File: config.mk
export PLATFORM = sky130hd
export DESIGN_NAME = branch_move_exec
export DESIGN_NICKNAME = d
export VERILOG_FILES = /design/src/design/exec_pkg.sv /design/src/design/exec_if.sv /design/src/design/branch_unit.sv /design/src/design/move_unit.sv /design/src/design/branch_move_exec.sv
export SDC_FILE = /design/constraint.sdc
export NUM_CORES = 1
export LEC_CHECK = 0
export BUFFER_PORTS_ARGS = -buffer_cell sky130_fd_sc_hd__buf_4
export CORE_ASPECT_RATIO = 1.75
export CORE_MARGIN = 2
export CORE_UTILIZATION = 60
export CTS_BUF_LIST = sky130_fd_sc_hd__clkbuf_2
export DETAILED_ROUTE_END_ITERATION = 16
export PLACE_DENSITY_LB_ADDON = 0.3
export REMOVE_ABC_BUFFERS = 1
export SYNTH_ARGS = -nofsm -noshare
export SYNTH_HDL_FRONTEND = slang
export SYNTH_SLANG_ARGS = --single-unit
File: constraint.sdc
create_clock -name clk -period 5.1 [get_ports clk]
set_input_delay 0.255 -clock clk [delete_from_list [all_inputs] [get_ports clk]]
set_output_delay 0.255 -clock clk [all_outputs]
set_load 0.02 [all_outputs]
File: src/design/exec_pkg.sv
package exec_pkg;

   // ----------------------------------------------------------------
   // widths
   // ----------------------------------------------------------------
   localparam int unsigned ADDR_W = 8;
   localparam int unsigned DATA_W = 32;
   localparam int unsigned WORD_W = 16;
   localparam int unsigned BYTE_W = 8;
   localparam int unsigned OFS_W  = 10;

   // ----------------------------------------------------------------
   // register byte offsets
   // ----------------------------------------------------------------
   localparam logic [ADDR_W-1:0] OFS_INSTR = 8'h00;
   localparam logic [ADDR_W-1:0] OFS_PC    = 8'h04;
   localparam logic [ADDR_W-1:0] OFS_SR    = 8'h08;
   localparam logic [ADDR_W-1:0] OFS_SRC   = 8'h0C;
   localparam logic [ADDR_W-1:0] OFS_DST   = 8'h10;
   localparam logic [ADDR_W-1:0] OFS_STAT  = 8'h14;
   localparam logic [ADDR_W-1:0] OFS_CNT   = 8'h18;

   // ----------------------------------------------------------------
   // status word layout
   // ----------------------------------------------------------------
   localparam int unsigned SR_C      = 0;
   localparam int unsigned SR_Z      = 1;
   localparam int unsigned SR_N      = 2;
   localparam int unsigned SR_GIE    = 3;
   localparam int unsigned SR_CORE_HALT_BIT = 4;
   localparam int unsigned SR_CRYSTAL_STOP_BIT = 5;
   localparam int unsigned SR_V      = 8;
   localparam logic [WORD_W-1:0] SR_MASK = 16'h013F;

   // execution status bits
   localparam int unsigned ST_TAKEN = 0;
   localparam int unsigned ST_JUMP  = 1;
   localparam int unsigned ST_MOVE  = 2;
   localparam int unsigned ST_UNDEF = 3;
   localparam int unsigned ST_IDLE  = 4;
   localparam int unsigned ST_W     = 5;

   // ----------------------------------------------------------------
   // reset values
   // ----------------------------------------------------------------
   localparam logic [WORD_W-1:0] WORD_RST = 16'h0000;
   localparam logic [ST_W-1:0]   STAT_RST = 5'h00;

   // ----------------------------------------------------------------
   // instruction encoding
   // ----------------------------------------------------------------
   localparam logic [2:0]        JMP_OPC = 3'h1;
   localparam logic [3:0]        MOV_OPC = 4'h4;
   localparam int unsigned       BW_BIT  = 6;
   localparam int unsigned       AD_BIT  = 7;
   localparam logic [3:0]        CG_REG  = 4'h3;
   localparam logic [WORD_W-1:0] ZERO_W  = 16'h0000;

   typedef enum logic [2:0] {
      COND_NE  = 3'h0,
      COND_EQ  = 3'h1,
      COND_NC  = 3'h2,
      COND_C   = 3'h3,
      COND_N   = 3'h4,
      COND_GE  = 3'h5,
      COND_L   = 3'h6,
      COND_ALL = 3'h7
   } cond_type;

   function automatic logic is_jump(input logic [WORD_W-1:0] ins);
      is_jump = (ins[15:13] == JMP_OPC);
   endfunction

   function automatic logic is_move(input logic [WORD_W-1:0] ins);
      is_move = (ins[15:12] == MOV_OPC);
   endfunction

endpackage

File: src/design/exec_if.sv
`timescale 1ns/10ps
`default_nettype none
interface exec_if;
   import exec_pkg::*;

   logic [WORD_W-1:0] instr;
   logic [WORD_W-1:0] pc;
   logic [WORD_W-1:0] sr;
   logic [WORD_W-1:0] src;
   logic [WORD_W-1:0] dst_old;
   logic              taken;
   logic [WORD_W-1:0] target;
   logic [WORD_W-1:0] mov_val;
   logic              mov_wr;

   modport core (output instr, pc, sr, src, dst_old, input taken, target, mov_val, mov_wr);
   modport br   (input instr, pc, sr, output taken, target);
   modport mv   (input instr, src, dst_old, output mov_val, mov_wr);
endinterface
`default_nettype wire

File: src/design/branch_unit.sv
`timescale 1ns/10ps
`default_nettype none
module branch_unit
   import exec_pkg::*;
(
   exec_if.br x
);

   logic              flag_xor;
   logic [WORD_W-1:0] step;

   assign flag_xor = x.sr[SR_N] ^ x.sr[SR_V];

   // word offset doubled to a byte step, sign kept
   assign step = {{(WORD_W-OFS_W-1){x.instr[OFS_W-1]}}, x.instr[OFS_W-1:0], 1'b0};

   always_comb
   begin
      case (cond_type'(x.instr[12:10]))
         COND_NE  : x.taken = ~x.sr[SR_Z];
         COND_EQ  : x.taken = x.sr[SR_Z];
         COND_NC  : x.taken = ~x.sr[SR_C];
         COND_C   : x.taken = x.sr[SR_C];
         COND_N   : x.taken = x.sr[SR_N];
         COND_GE  : x.taken = ~flag_xor;
         COND_L   : x.taken = flag_xor;
         COND_ALL : x.taken = 1'b1;
         default  : x.taken = 1'b0;
      endcase
   end

   assign x.target = x.taken ? x.pc + step : x.pc;

endmodule
`default_nettype wire

File: src/design/move_unit.sv
`timescale 1ns/10ps
`default_nettype none
module move_unit
   import exec_pkg::*;
(
   exec_if.mv x
);

   logic byte_op;
   logic reg_dst;

   assign byte_op = x.instr[BW_BIT];
   assign reg_dst = ~x.instr[AD_BIT];

   always_comb
   begin
      // byte form moves the low byte; a register target clears its high byte
      if (byte_op)
      begin
         if (reg_dst)
            x.mov_val = {{BYTE_W{1'b0}}, x.src[BYTE_W-1:0]};
         else
            x.mov_val = {x.dst_old[WORD_W-1:BYTE_W], x.src[BYTE_W-1:0]};
      end
      else
      begin
         x.mov_val = x.src;
      end
   end

   // constant-generator target absorbs the write
   assign x.mov_wr = ~(reg_dst && (x.instr[3:0] == CG_REG));

endmodule
`default_nettype wire

File: src/design/branch_move_exec.sv
// Functional notes
// - jump offset is a 10-bit signed low field; taken adds twice it to pc
// - carry jump branches when carry is 1, else falls through
// - no-carry jump branches when carry is 0, else falls through
// - equal jump branches when zero flag set, else falls through
// - not-equal jump branches when zero flag clear, else falls through
// - signed greater-or-equal branches when negative xor overflow is 0
// - signed less-than branches when negative xor overflow is 1
// - negative jump branches when negative flag is 1
// - unconditional jump always adds the scaled offset, reach -512 to +511 words
// - no jump changes any status flag
// - move copies source into destination, source unchanged
// - move keeps mode bits and arithmetic flags unchanged
// - idle instruction is a move of zero into register 3, no effect
`timescale 1ns/10ps
`default_nettype none
module branch_move_exec
   import exec_pkg::*;
(
   // clock and reset
   input  wire logic              clk,
   input  wire logic              nrst,
   // register port
   input  wire logic [ADDR_W-1:0] addr,
   input  wire logic [DATA_W-1:0] wdata,
   input  wire logic              wr,
   input  wire logic              rd,
   output var  logic [DATA_W-1:0] rdata,
   // execution event
   output var  logic              exec_done
);

   // ----------------------------------------------------------------
   // state
   // ----------------------------------------------------------------
   typedef enum logic [1:0] {
      ST_WAIT = 2'b01,
      ST_EXEC = 2'b10
   } state_type;

   state_type         state_q;
   state_type         state_d;
   logic [WORD_W-1:0] instr_q;
   logic [WORD_W-1:0] pc_q;
   logic [WORD_W-1:0] sr_q;
   logic [WORD_W-1:0] src_q;
   logic [WORD_W-1:0] dst_q;
   logic [ST_W-1:0]   stat_q;
   logic [ST_W-1:0]   stat_d;
   logic [WORD_W-1:0] cnt_q;
   logic [DATA_W-1:0] rdata_q;
   logic [DATA_W-1:0] rdata_d;
   logic              done_q;

   logic              executing;
   logic              jump_ins;
   logic              move_ins;
   logic              idle_ins;

   exec_if x ();

   // ----------------------------------------------------------------
   // sub-units
   // ----------------------------------------------------------------
   branch_unit u_branch
   (
      .x (x.br)
   );

   move_unit u_move
   (
      .x (x.mv)
   );

   assign x.instr   = instr_q;
   assign x.pc      = pc_q;
   assign x.sr      = sr_q;
   assign x.src     = src_q;
   assign x.dst_old = dst_q;

   assign executing = (state_q == ST_EXEC);
   assign jump_ins  = is_jump(instr_q);
   assign move_ins  = is_move(instr_q);
   assign idle_ins  = move_ins && !x.mov_wr;

   function automatic logic hit(input logic [ADDR_W-1:0] a,
                                input logic [ADDR_W-1:0] ofs);
      hit = (a == ofs);
   endfunction

   // ----------------------------------------------------------------
   // sequencer
   // ----------------------------------------------------------------
   always_comb
   begin
      case (state_q)
         ST_WAIT : state_d = (wr && hit(addr, OFS_INSTR)) ? ST_EXEC : ST_WAIT;
         ST_EXEC : state_d = (wr && hit(addr, OFS_INSTR)) ? ST_EXEC : ST_WAIT;
         default : state_d = ST_WAIT;
      endcase
   end

   always_ff @(posedge clk or negedge nrst)
   begin
      if (!nrst)
         state_q <= ST_WAIT;
      else
         state_q <= state_d;
   end

   // ----------------------------------------------------------------
   // instruction and source operand
   // ----------------------------------------------------------------
   always_ff @(posedge clk or negedge nrst)
   begin
      if (!nrst)
         instr_q <= WORD_RST;
      else if (wr && hit(addr, OFS_INSTR))
         instr_q <= wdata[WORD_W-1:0];
   end

   // source is only read by a move, never written back
   always_ff @(posedge clk or negedge nrst)
   begin
      if (!nrst)
         src_q <= WORD_RST;
      else if (wr && hit(addr, OFS_SRC))
         src_q <= wdata[WORD_W-1:0];
   end

   // ----------------------------------------------------------------
   // program counter
   // ----------------------------------------------------------------
   // pc holds the address after the jump word; execution wins over a bus write
   always_ff @(posedge clk or negedge nrst)
   begin
      if (!nrst)
         pc_q <= WORD_RST;
      else if (executing && jump_ins)
         pc_q <= x.target;
      else if (wr && hit(addr, OFS_PC))
         pc_q <= wdata[WORD_W-1:0];
   end

   // ----------------------------------------------------------------
   // status word
   // ----------------------------------------------------------------
   // only software writes it: jumps and moves leave every flag and mode bit
   always_ff @(posedge clk or negedge nrst)
   begin
      if (!nrst)
         sr_q <= WORD_RST;
      else if (wr && hit(addr, OFS_SR))
         sr_q <= wdata[WORD_W-1:0] & SR_MASK;
   end

   // ----------------------------------------------------------------
   // destination operand
   // ----------------------------------------------------------------
   always_ff @(posedge clk or negedge nrst)
   begin
      if (!nrst)
         dst_q <= WORD_RST;
      else if (executing && move_ins && x.mov_wr)
         dst_q <= x.mov_val;
      else if (wr && hit(addr, OFS_DST))
         dst_q <= wdata[WORD_W-1:0];
   end

   // ----------------------------------------------------------------
   // execution status and counter
   // ----------------------------------------------------------------
   always_comb
   begin
      stat_d = STAT_RST;
      if (jump_ins)
      begin
         stat_d[ST_JUMP]  = 1'b1;
         stat_d[ST_TAKEN] = x.taken;
      end
      else if (move_ins)
      begin
         stat_d[ST_MOVE] = 1'b1;
         stat_d[ST_IDLE] = idle_ins;
      end
      else
      begin
         stat_d[ST_UNDEF] = 1'b1;
      end
   end

   always_ff @(posedge clk or negedge nrst)
   begin
      if (!nrst)
         stat_q <= STAT_RST;
      else if (executing)
         stat_q <= stat_d;
   end

   // counts taken jumps; software may preset it, a taken jump wins
   always_ff @(posedge clk or negedge nrst)
   begin
      if (!nrst)
         cnt_q <= WORD_RST;
      else if (executing && jump_ins && x.taken)
         cnt_q <= cnt_q + 16'h0001;
      else if (wr && hit(addr, OFS_CNT))
         cnt_q <= wdata[WORD_W-1:0];
   end

   always_ff @(posedge clk or negedge nrst)
   begin
      if (!nrst)
         done_q <= 1'b0;
      else
         done_q <= executing;
   end

   // ----------------------------------------------------------------
   // read port
   // ----------------------------------------------------------------
   always_comb
   begin
      rdata_d = '0;
      if (rd)
      begin
         case (addr)
            OFS_INSTR : rdata_d[WORD_W-1:0] = instr_q;
            OFS_PC    : rdata_d[WORD_W-1:0] = pc_q;
            OFS_SR    : rdata_d[WORD_W-1:0] = sr_q;
            OFS_SRC   : rdata_d[WORD_W-1:0] = src_q;
            OFS_DST   : rdata_d[WORD_W-1:0] = dst_q;
            OFS_STAT  : rdata_d[ST_W-1:0]   = stat_q;
            OFS_CNT   : rdata_d[WORD_W-1:0] = cnt_q;
            default   : rdata_d = '0;
         endcase
      end
   end

   always_ff @(posedge clk or negedge nrst)
   begin
      if (!nrst)
         rdata_q <= '0;
      else
         rdata_q <= rdata_d;
   end

   assign rdata     = rdata_q;
   assign exec_done = done_q;

endmodule
`default_nettype wire

== Yosys cells after proc, flatten, opt, wreduce, memory -nomap -nowiden ==
Index checks and enable logic that the tools add are counted.

* Register bits after elaboration: 111
* Bits in latches: 0
* Bits in writable memories: 0
* Bits in read-only memories: 0
* Input bits: 44
* Output and inout bits: 33
* Word-level logic and storage cells: 79
* Memories: 0

* $add $sub $neg: 2
* $mul: 0
* Divide/modulo/power cells: 0
* $lt $le $gt $ge: 0
* Equal/unequal tests: 20
* Shift operators: 0
* Multiplexer cells: 20
* Bitwise operators: 6
* Reduce and logical (&&, ||, !) cells: 20

{| class="wikitable"
|+ Operators by type and width
! operator !! number
|-
| $mux 16 || 10
|-
| $pmux 11 s6 || 1
|-
| $pmux 5 s7 || 1
|-
| $eq 8x5->1 const B || 3
|-
| $add 16x1->16 const B || 1
|-
| $add 16x16->16 || 1
|-
| $eq 8x4->1 const B || 2
|-
| $eq 3x3->1 const B || 4
|-
| $logic_and 1x1->1 || 12
|-
| $eq 8x3->1 const B || 1
|-
| $logic_not 8->1 || 1
|-
| $pmux 1 s8 || 1
|-
| $eq 3x1->1 const B || 2
|-
| $eq 3x2->1 const B || 2
|-
| $mux 2 || 3
|-
| $reduce_bool 2->1 || 3
|-
| $not 1->1 || 5
|-
| $eq 4x2->1 const B || 1
|-
| $eq 4x3->1 const B || 1
|-
| $reduce_and 2->1 || 2
|-
| $logic_not 3->1 || 1
|-
| $mux 1 || 3
|-
| $mux 3 || 1
|-
| $ne 3x3->1 const B || 1
|-
| other kinds (5) || 5
|}

== Logic depth before layout (Yosys ltp) ==
* Depth in word-level cells: 6
* Mapped depth: 11
* Mapped depth without buffers: 10

== By module ==
Synthesis repeated with hierarchy kept, for this count alone.

* Cells, all modules: 665
* Area, all modules: 6,697.7 µm²

{| class="wikitable"
|+ By module, submodules not included
! module !! times used !! cells each !! area an instance (µm²) !! seq. area each (µm²)
|-
| branch_move_exec || 1 || 512 || 5,606.6 || 2,778.9
|-
| branch_unit || 1 || 128 || 924.6 || 0.0
|-
| move_unit || 1 || 25 || 166.4 || 0.0
|}

== Worst setup path after synthesis ==
No wires, ideal clock.

* Path type: reg-to-reg
* From: register instr_q[9]
* To: register pc_q[15]
* Setup time: 0.121 ns
* Arrival: 2.295 ns
* Required time: 4.979 ns
* Setup slack: 2.684 ns
* Stages on the path, launching flop included: 9
* Buffers on the path: 0
* Period minus slack after synthesis: 2.416 ns
* Cells stage by stage: dfrtp_1 > ha_1 > and2_1 > and4_1 > a221o_1 > a221oi_1 > xor2_1 > a21oi_1 > o22a_1

* Word-level cells in the longest chain between the ends: 3

{| class="wikitable"
|+ Ends and longest elaborated chain
! item !! RTL line !! RTL
|-
| start: declaration || branch_move_exec.sv:43 || <nowiki>logic [WORD_W-1:0] instr_q;</nowiki>
|-
| start signal: assignment || branch_move_exec.sv:119 || <nowiki>instr_q <= wdata[WORD_W-1:0];</nowiki>
|-
| $add 16x16->16 || branch_unit.sv:32 || <nowiki>assign x.target = x.taken ? x.pc + step : x.pc;</nowiki>
|-
| $mux 16 || branch_unit.sv:32 ||
|-
| $mux 16 || branch_move_exec.sv:139 || <nowiki>else if (executing && jump_ins)</nowiki>
|-
| end signal: assignment || branch_move_exec.sv:140 || <nowiki>pc_q <= x.target;</nowiki>
|-
| end signal: assignment || branch_move_exec.sv:142 || <nowiki>pc_q <= wdata[WORD_W-1:0];</nowiki>
|-
| end: declaration || branch_move_exec.sv:44 || <nowiki>logic [WORD_W-1:0] pc_q;</nowiki>
|}

No other way between the ends. The select of a mux whose other input is x is not followed.
A chain may end at the register's enable or synchronous reset.

== Worst setup path in the final report ==
* From: register state_q[0]
* To: register pc_q[6]

* Word-level cells in the longest chain between the ends: 4
* Elaborated cells between the ends (all ways): 6
* Classes of those cells: 2 x eq/ne; 1 x mux; 3 x reduce/logical

{| class="wikitable"
|+ Ends and longest elaborated chain
! item !! RTL line !! RTL
|-
| start: declaration || branch_move_exec.sv:41 || <nowiki>state_type state_q;</nowiki>
|-
| start signal: assignment || branch_move_exec.sv:108 || <nowiki>state_q <= state_d;</nowiki>
|-
| $eq 2x2->1 (*) || branch_move_exec.sv:81 || <nowiki>assign executing = (state_q == ST_EXEC);</nowiki>
|-
| net executing || branch_move_exec.sv:55 || <nowiki>logic executing;</nowiki>
|-
| $logic_and 1x1->1 (*) || branch_move_exec.sv:139 ||
|-
| $ne 2x1->1 (no line) or $reduce_bool 2->1 (tied branches) || - ||
|-
| $reduce_and 2->1 (no line) || - ||
|}

Mark *: on every way through the listed nets, which the timed path passes. The rest lies on a longest branch.

==> flow_summary.json <==
{
  "setup_ws_ns": 1.684,
  "avgSynthCellArea_um2": 10.27,
  "period_share_pct": 66.99,
  "ys_seq_elements": 111,
  "r2r.worst_path.cells": 7,
  "p_comb_share_pct": 11.6,
  "synth.cell_area_um2": 5979,
  "hold-path-cell-count": 3,
  "internal-power_uw": 1121,
  "drive_gt1_share_pct": 18.77,
  "gp_congestion": 1.050,
  "clockPowerShare_pct": 27.2,
  "clock_path_buffers": 2,
  "nets": 690,
  "yosysWarnings": 0,
  "area_growth_syn_to_layout_pct": 10.61,
  "p_sw_uw": 452.8,
  "fp.dieH_um": 136.1,
  "max_freq_ghz": 0.2927,
  "drc": 0,
  "grt_max_degree": 70,
  "grt_overflow": 0,
  "maxSlewHeadroom_pct": 21.88,
  "min_from": "wdata[7]",
  "hp-class": "in2reg",
  "dp_slack_ns": 1.807,
  "syn_inst": 582,
  "reg2reg_slack_ns": 1.68,
  "seqPwrFrac_pct": 61.2,
  "whs_endpoint": "instr_q[7]",
  "muxShareOfSynthArea_pct": 9.981,
  "synth-adder-area-share_pct": 3.683,
  "dpl-instance-area_um2": 6319,
  "grt_antenna_before_repair": 1,
  "p_total_uw": 1574,
  "fp.coreArea_um2": 9789,
  "detailroute.via_count": 5078,
  "drtPass1Iterations": 7,
  "design_area_um2": 6614,
  "io_buffers": 44,
  "crit_path_end_kind": "flip-flop",
  "fp.dieArea_um2": 10810,
  "rows": 48,
  "crit_fanout": 25,
  "ir_drop_uv": 201.7,
  "grt_pass1_wl_um": 25810,
  "status": "completed",
  "final_cell_count_no_fill": 760,
  "rsz0062_at_grt": "no",
  "io_pins": 77,
  "required_ns": 5.64,
  "ys_seq_area_share_pct": 46.47,
  "crit_arrival_ns": 3.96,
  "post_drt_wl_per_cell_um": 21.58,
  "synth_cell_types": 67,
  "cts_tree": "built",
  "wirelength_um": 16400,
  "skew_ns": 0.02566,
  "powerDensity_nw_per_um2": 238.0,
  "clk_pin_slew_ns": 0.30,
  "synth_xor_area_share_pct": 1.758,
  "fin_crit_ns": 3.416,
  "finalSetupViolations": 0,
  "grt_pass1_vias": 4979,
  "first_iter_violations": 630,
  "synth_simple_gate_area_share_pct": 13.60,
  "p_sw_share_pct": 28.76,
  "h-tree-depth": 3,
  "r2r-start": "state_q[0]",
  "drv_slew": 0,
  "grt_usage_pct": 31.86,
  "final.setup.tns_ns": 0,
  "dp.cells": 726,
  "tightest_slew_ns": 1.161,
  "viasPerCell": 6.682,
  "cts-root-buf": "clkbuf_2",
  "dieWidth_um": 79.47,
  "synth_top_family_by_area": "compound AO/OA/AOI/OAI gates",
  "ys.flop_type": "dfrtp_1",
  "num-fill-cells": 789,
  "clk_latency_ns": 0.62,
  "post_cts_resized": 0,
  "maxCapViolCount": 0,
  "detailed_place_hpwl_um": 11260,
  "leakage_uw": 0.003087,
  "ys_async_sr_fraction_pct": 100.0,
  "start_util_pct": 61.08,
  "start_kind": "flip-flop",
  "rr_endpoint": "pc_q[6]",
  "final_hold_viol_count": 0,
  "synth-edff-count": 0,
  "clkSinkCount": 111,
  "ant_nets": 0,
  "cts_buffers": 9,
  "synth_compound_area_share_pct": 19.40,
  "path_class": "reg2reg"
}
## worst max-delay path by stage
stage	start	endpoint	slack, ns	cells past startpoint
final	state_q[0]	pc_q[6]	1.68	7
after CTS	state_q[0]	pc_q[6]	1.74	7
after global placement	state_q[0]	pc_q[6]	1.87	7
after detailed placement	state_q[0]	pc_q[6]	1.81	7
after floorplan	state_q[0]	pc_q[2]	2.43	8
after global routing	state_q[0]	pc_q[6]	1.51	7
## state kept, by name, indices dropped and copies added, names as in the netlist, 2 cells and up
name and count:
rdata 16, state_q 2, pc_q 16, cnt_q 16, sr_q 7, src_q 16
stat_q 5, dst_q 16, instr_q 16
## cell usage after synthesis, types with 4 or more instances
cell type | n | area share (%)
a211oi_1 | 5 | 0.63
a21o_1 | 8 | 1.0
a21oi_1 | 52 | 4.4
a222oi_1 | 20 | 3.3
a22oi_1 | 13 | 1.6
a31oi_1 | 7 | 0.73
and3_1 | 8 | 0.84
buf_2 | 7 | 0.59
buf_4 | 17 | 2.1
clkbuf_1 | 21 | 1.3
dfrtp_1 | 110 | 46
ha_1 | 16 | 3.3
inv_1 | 12 | 0.75
mux2_2 | 33 | 6.2
mux2_4 | 7 | 1.8
mux2i_1 | 12 | 2.0
nand2_1 | 45 | 2.8
nand3_1 | 14 | 1.2
nand4_1 | 5 | 0.52
nor2_1 | 40 | 2.5
nor2b_1 | 7 | 0.73
nor3_1 | 4 | 0.33
nor3b_1 | 8 | 1.0
o21ai_0 | 37 | 3.1
xnor2_1 | 5 | 0.73
xor2_1 | 7 | 1.0
## metal layers
| layer | GRT usage (%) | routed length (µm) | part of all wire (%) |
|---|---|---|---|
| met1 | 37.85 | 5945 | 36 |
| met2 | 52.57 | 8137 | 50 |
| met3 | 4.980 | 1169 | 7.1 |
| met4 | 21.36 | 1149 | 7.0 |
| met5 | 0 | 0 | 0 |
## through the flow
step	util [%]	hold WS, ns
6_report	67.56	0.07104
5_1_grt	67.56	0.007982
4_1_cts	67.54	0.03635
3_5_place_dp	64.55	0.4232
3_3_place_gp	64.55	0.4112
2_1_floorplan	-	-0.04059
## critical path, stage by stage, from the launching register on
cell	delay, ns
dfstp_2	0.43
inv_1	0.05
ha_1	0.32
nor2b_1	0.25
nand3b_1	0.47
and3_1	0.50
nor2_2	0.89
mux2_2	0.42
## placed cells by master, fill, tap and decap left out, types with 16 or more instances in the layout
master	synthesis	routed
a21oi_1	52	52
buf_4	17	51
nor2_1	40	40
dfrtp_1	110	110
nand2_1	45	45
conb_1	1	16
ha_1	16	16
o21ai_0	37	37
a222oi_1	20	20
mux2_2	33	33
dlygate4sd3_1	0	17
## power by group through the flow
stage / Combinational [µW] / Sequential, µW / Clock [µW]
after floorplan: 101 / 959 / 0
after global placement: 161 / 974 / 0
after detailed placement: 170 / 975 / 0
after CTS: 181 / 962 / 433
after global routing: 201 / 968 / 469
final: 182 / 963 / 429
## area by class of cell
type,instances,area [µm²],share of cell area [%]
sequential,111,2779,42.02
multi-input combinational,427,2955,44.68
tap,125,156.4,2.365
clock inverter,7,77.57,1.173
timing repair buffer,68,553.0,8.362
clock buffer,9,45.04,0.6810
inverter,12,45.04,0.6810
antenna,1,2.502,0.03784
## cells by family after synthesis
logic type      count (synthesis)
compound gates                174
xor+xnor                       12
fa+ha+maj                      17
buf+inv                        59
flops                         111
mux                            52
other cells                     1
simple gates                  156
## what timing repair did
action | in CTS | in global routing
hold buffers | 17 | 0
setup buffers | 0 | 0
hold endpoints to repair | 149 | 0
No activity file was read; power rests on OpenSTA's default activity.
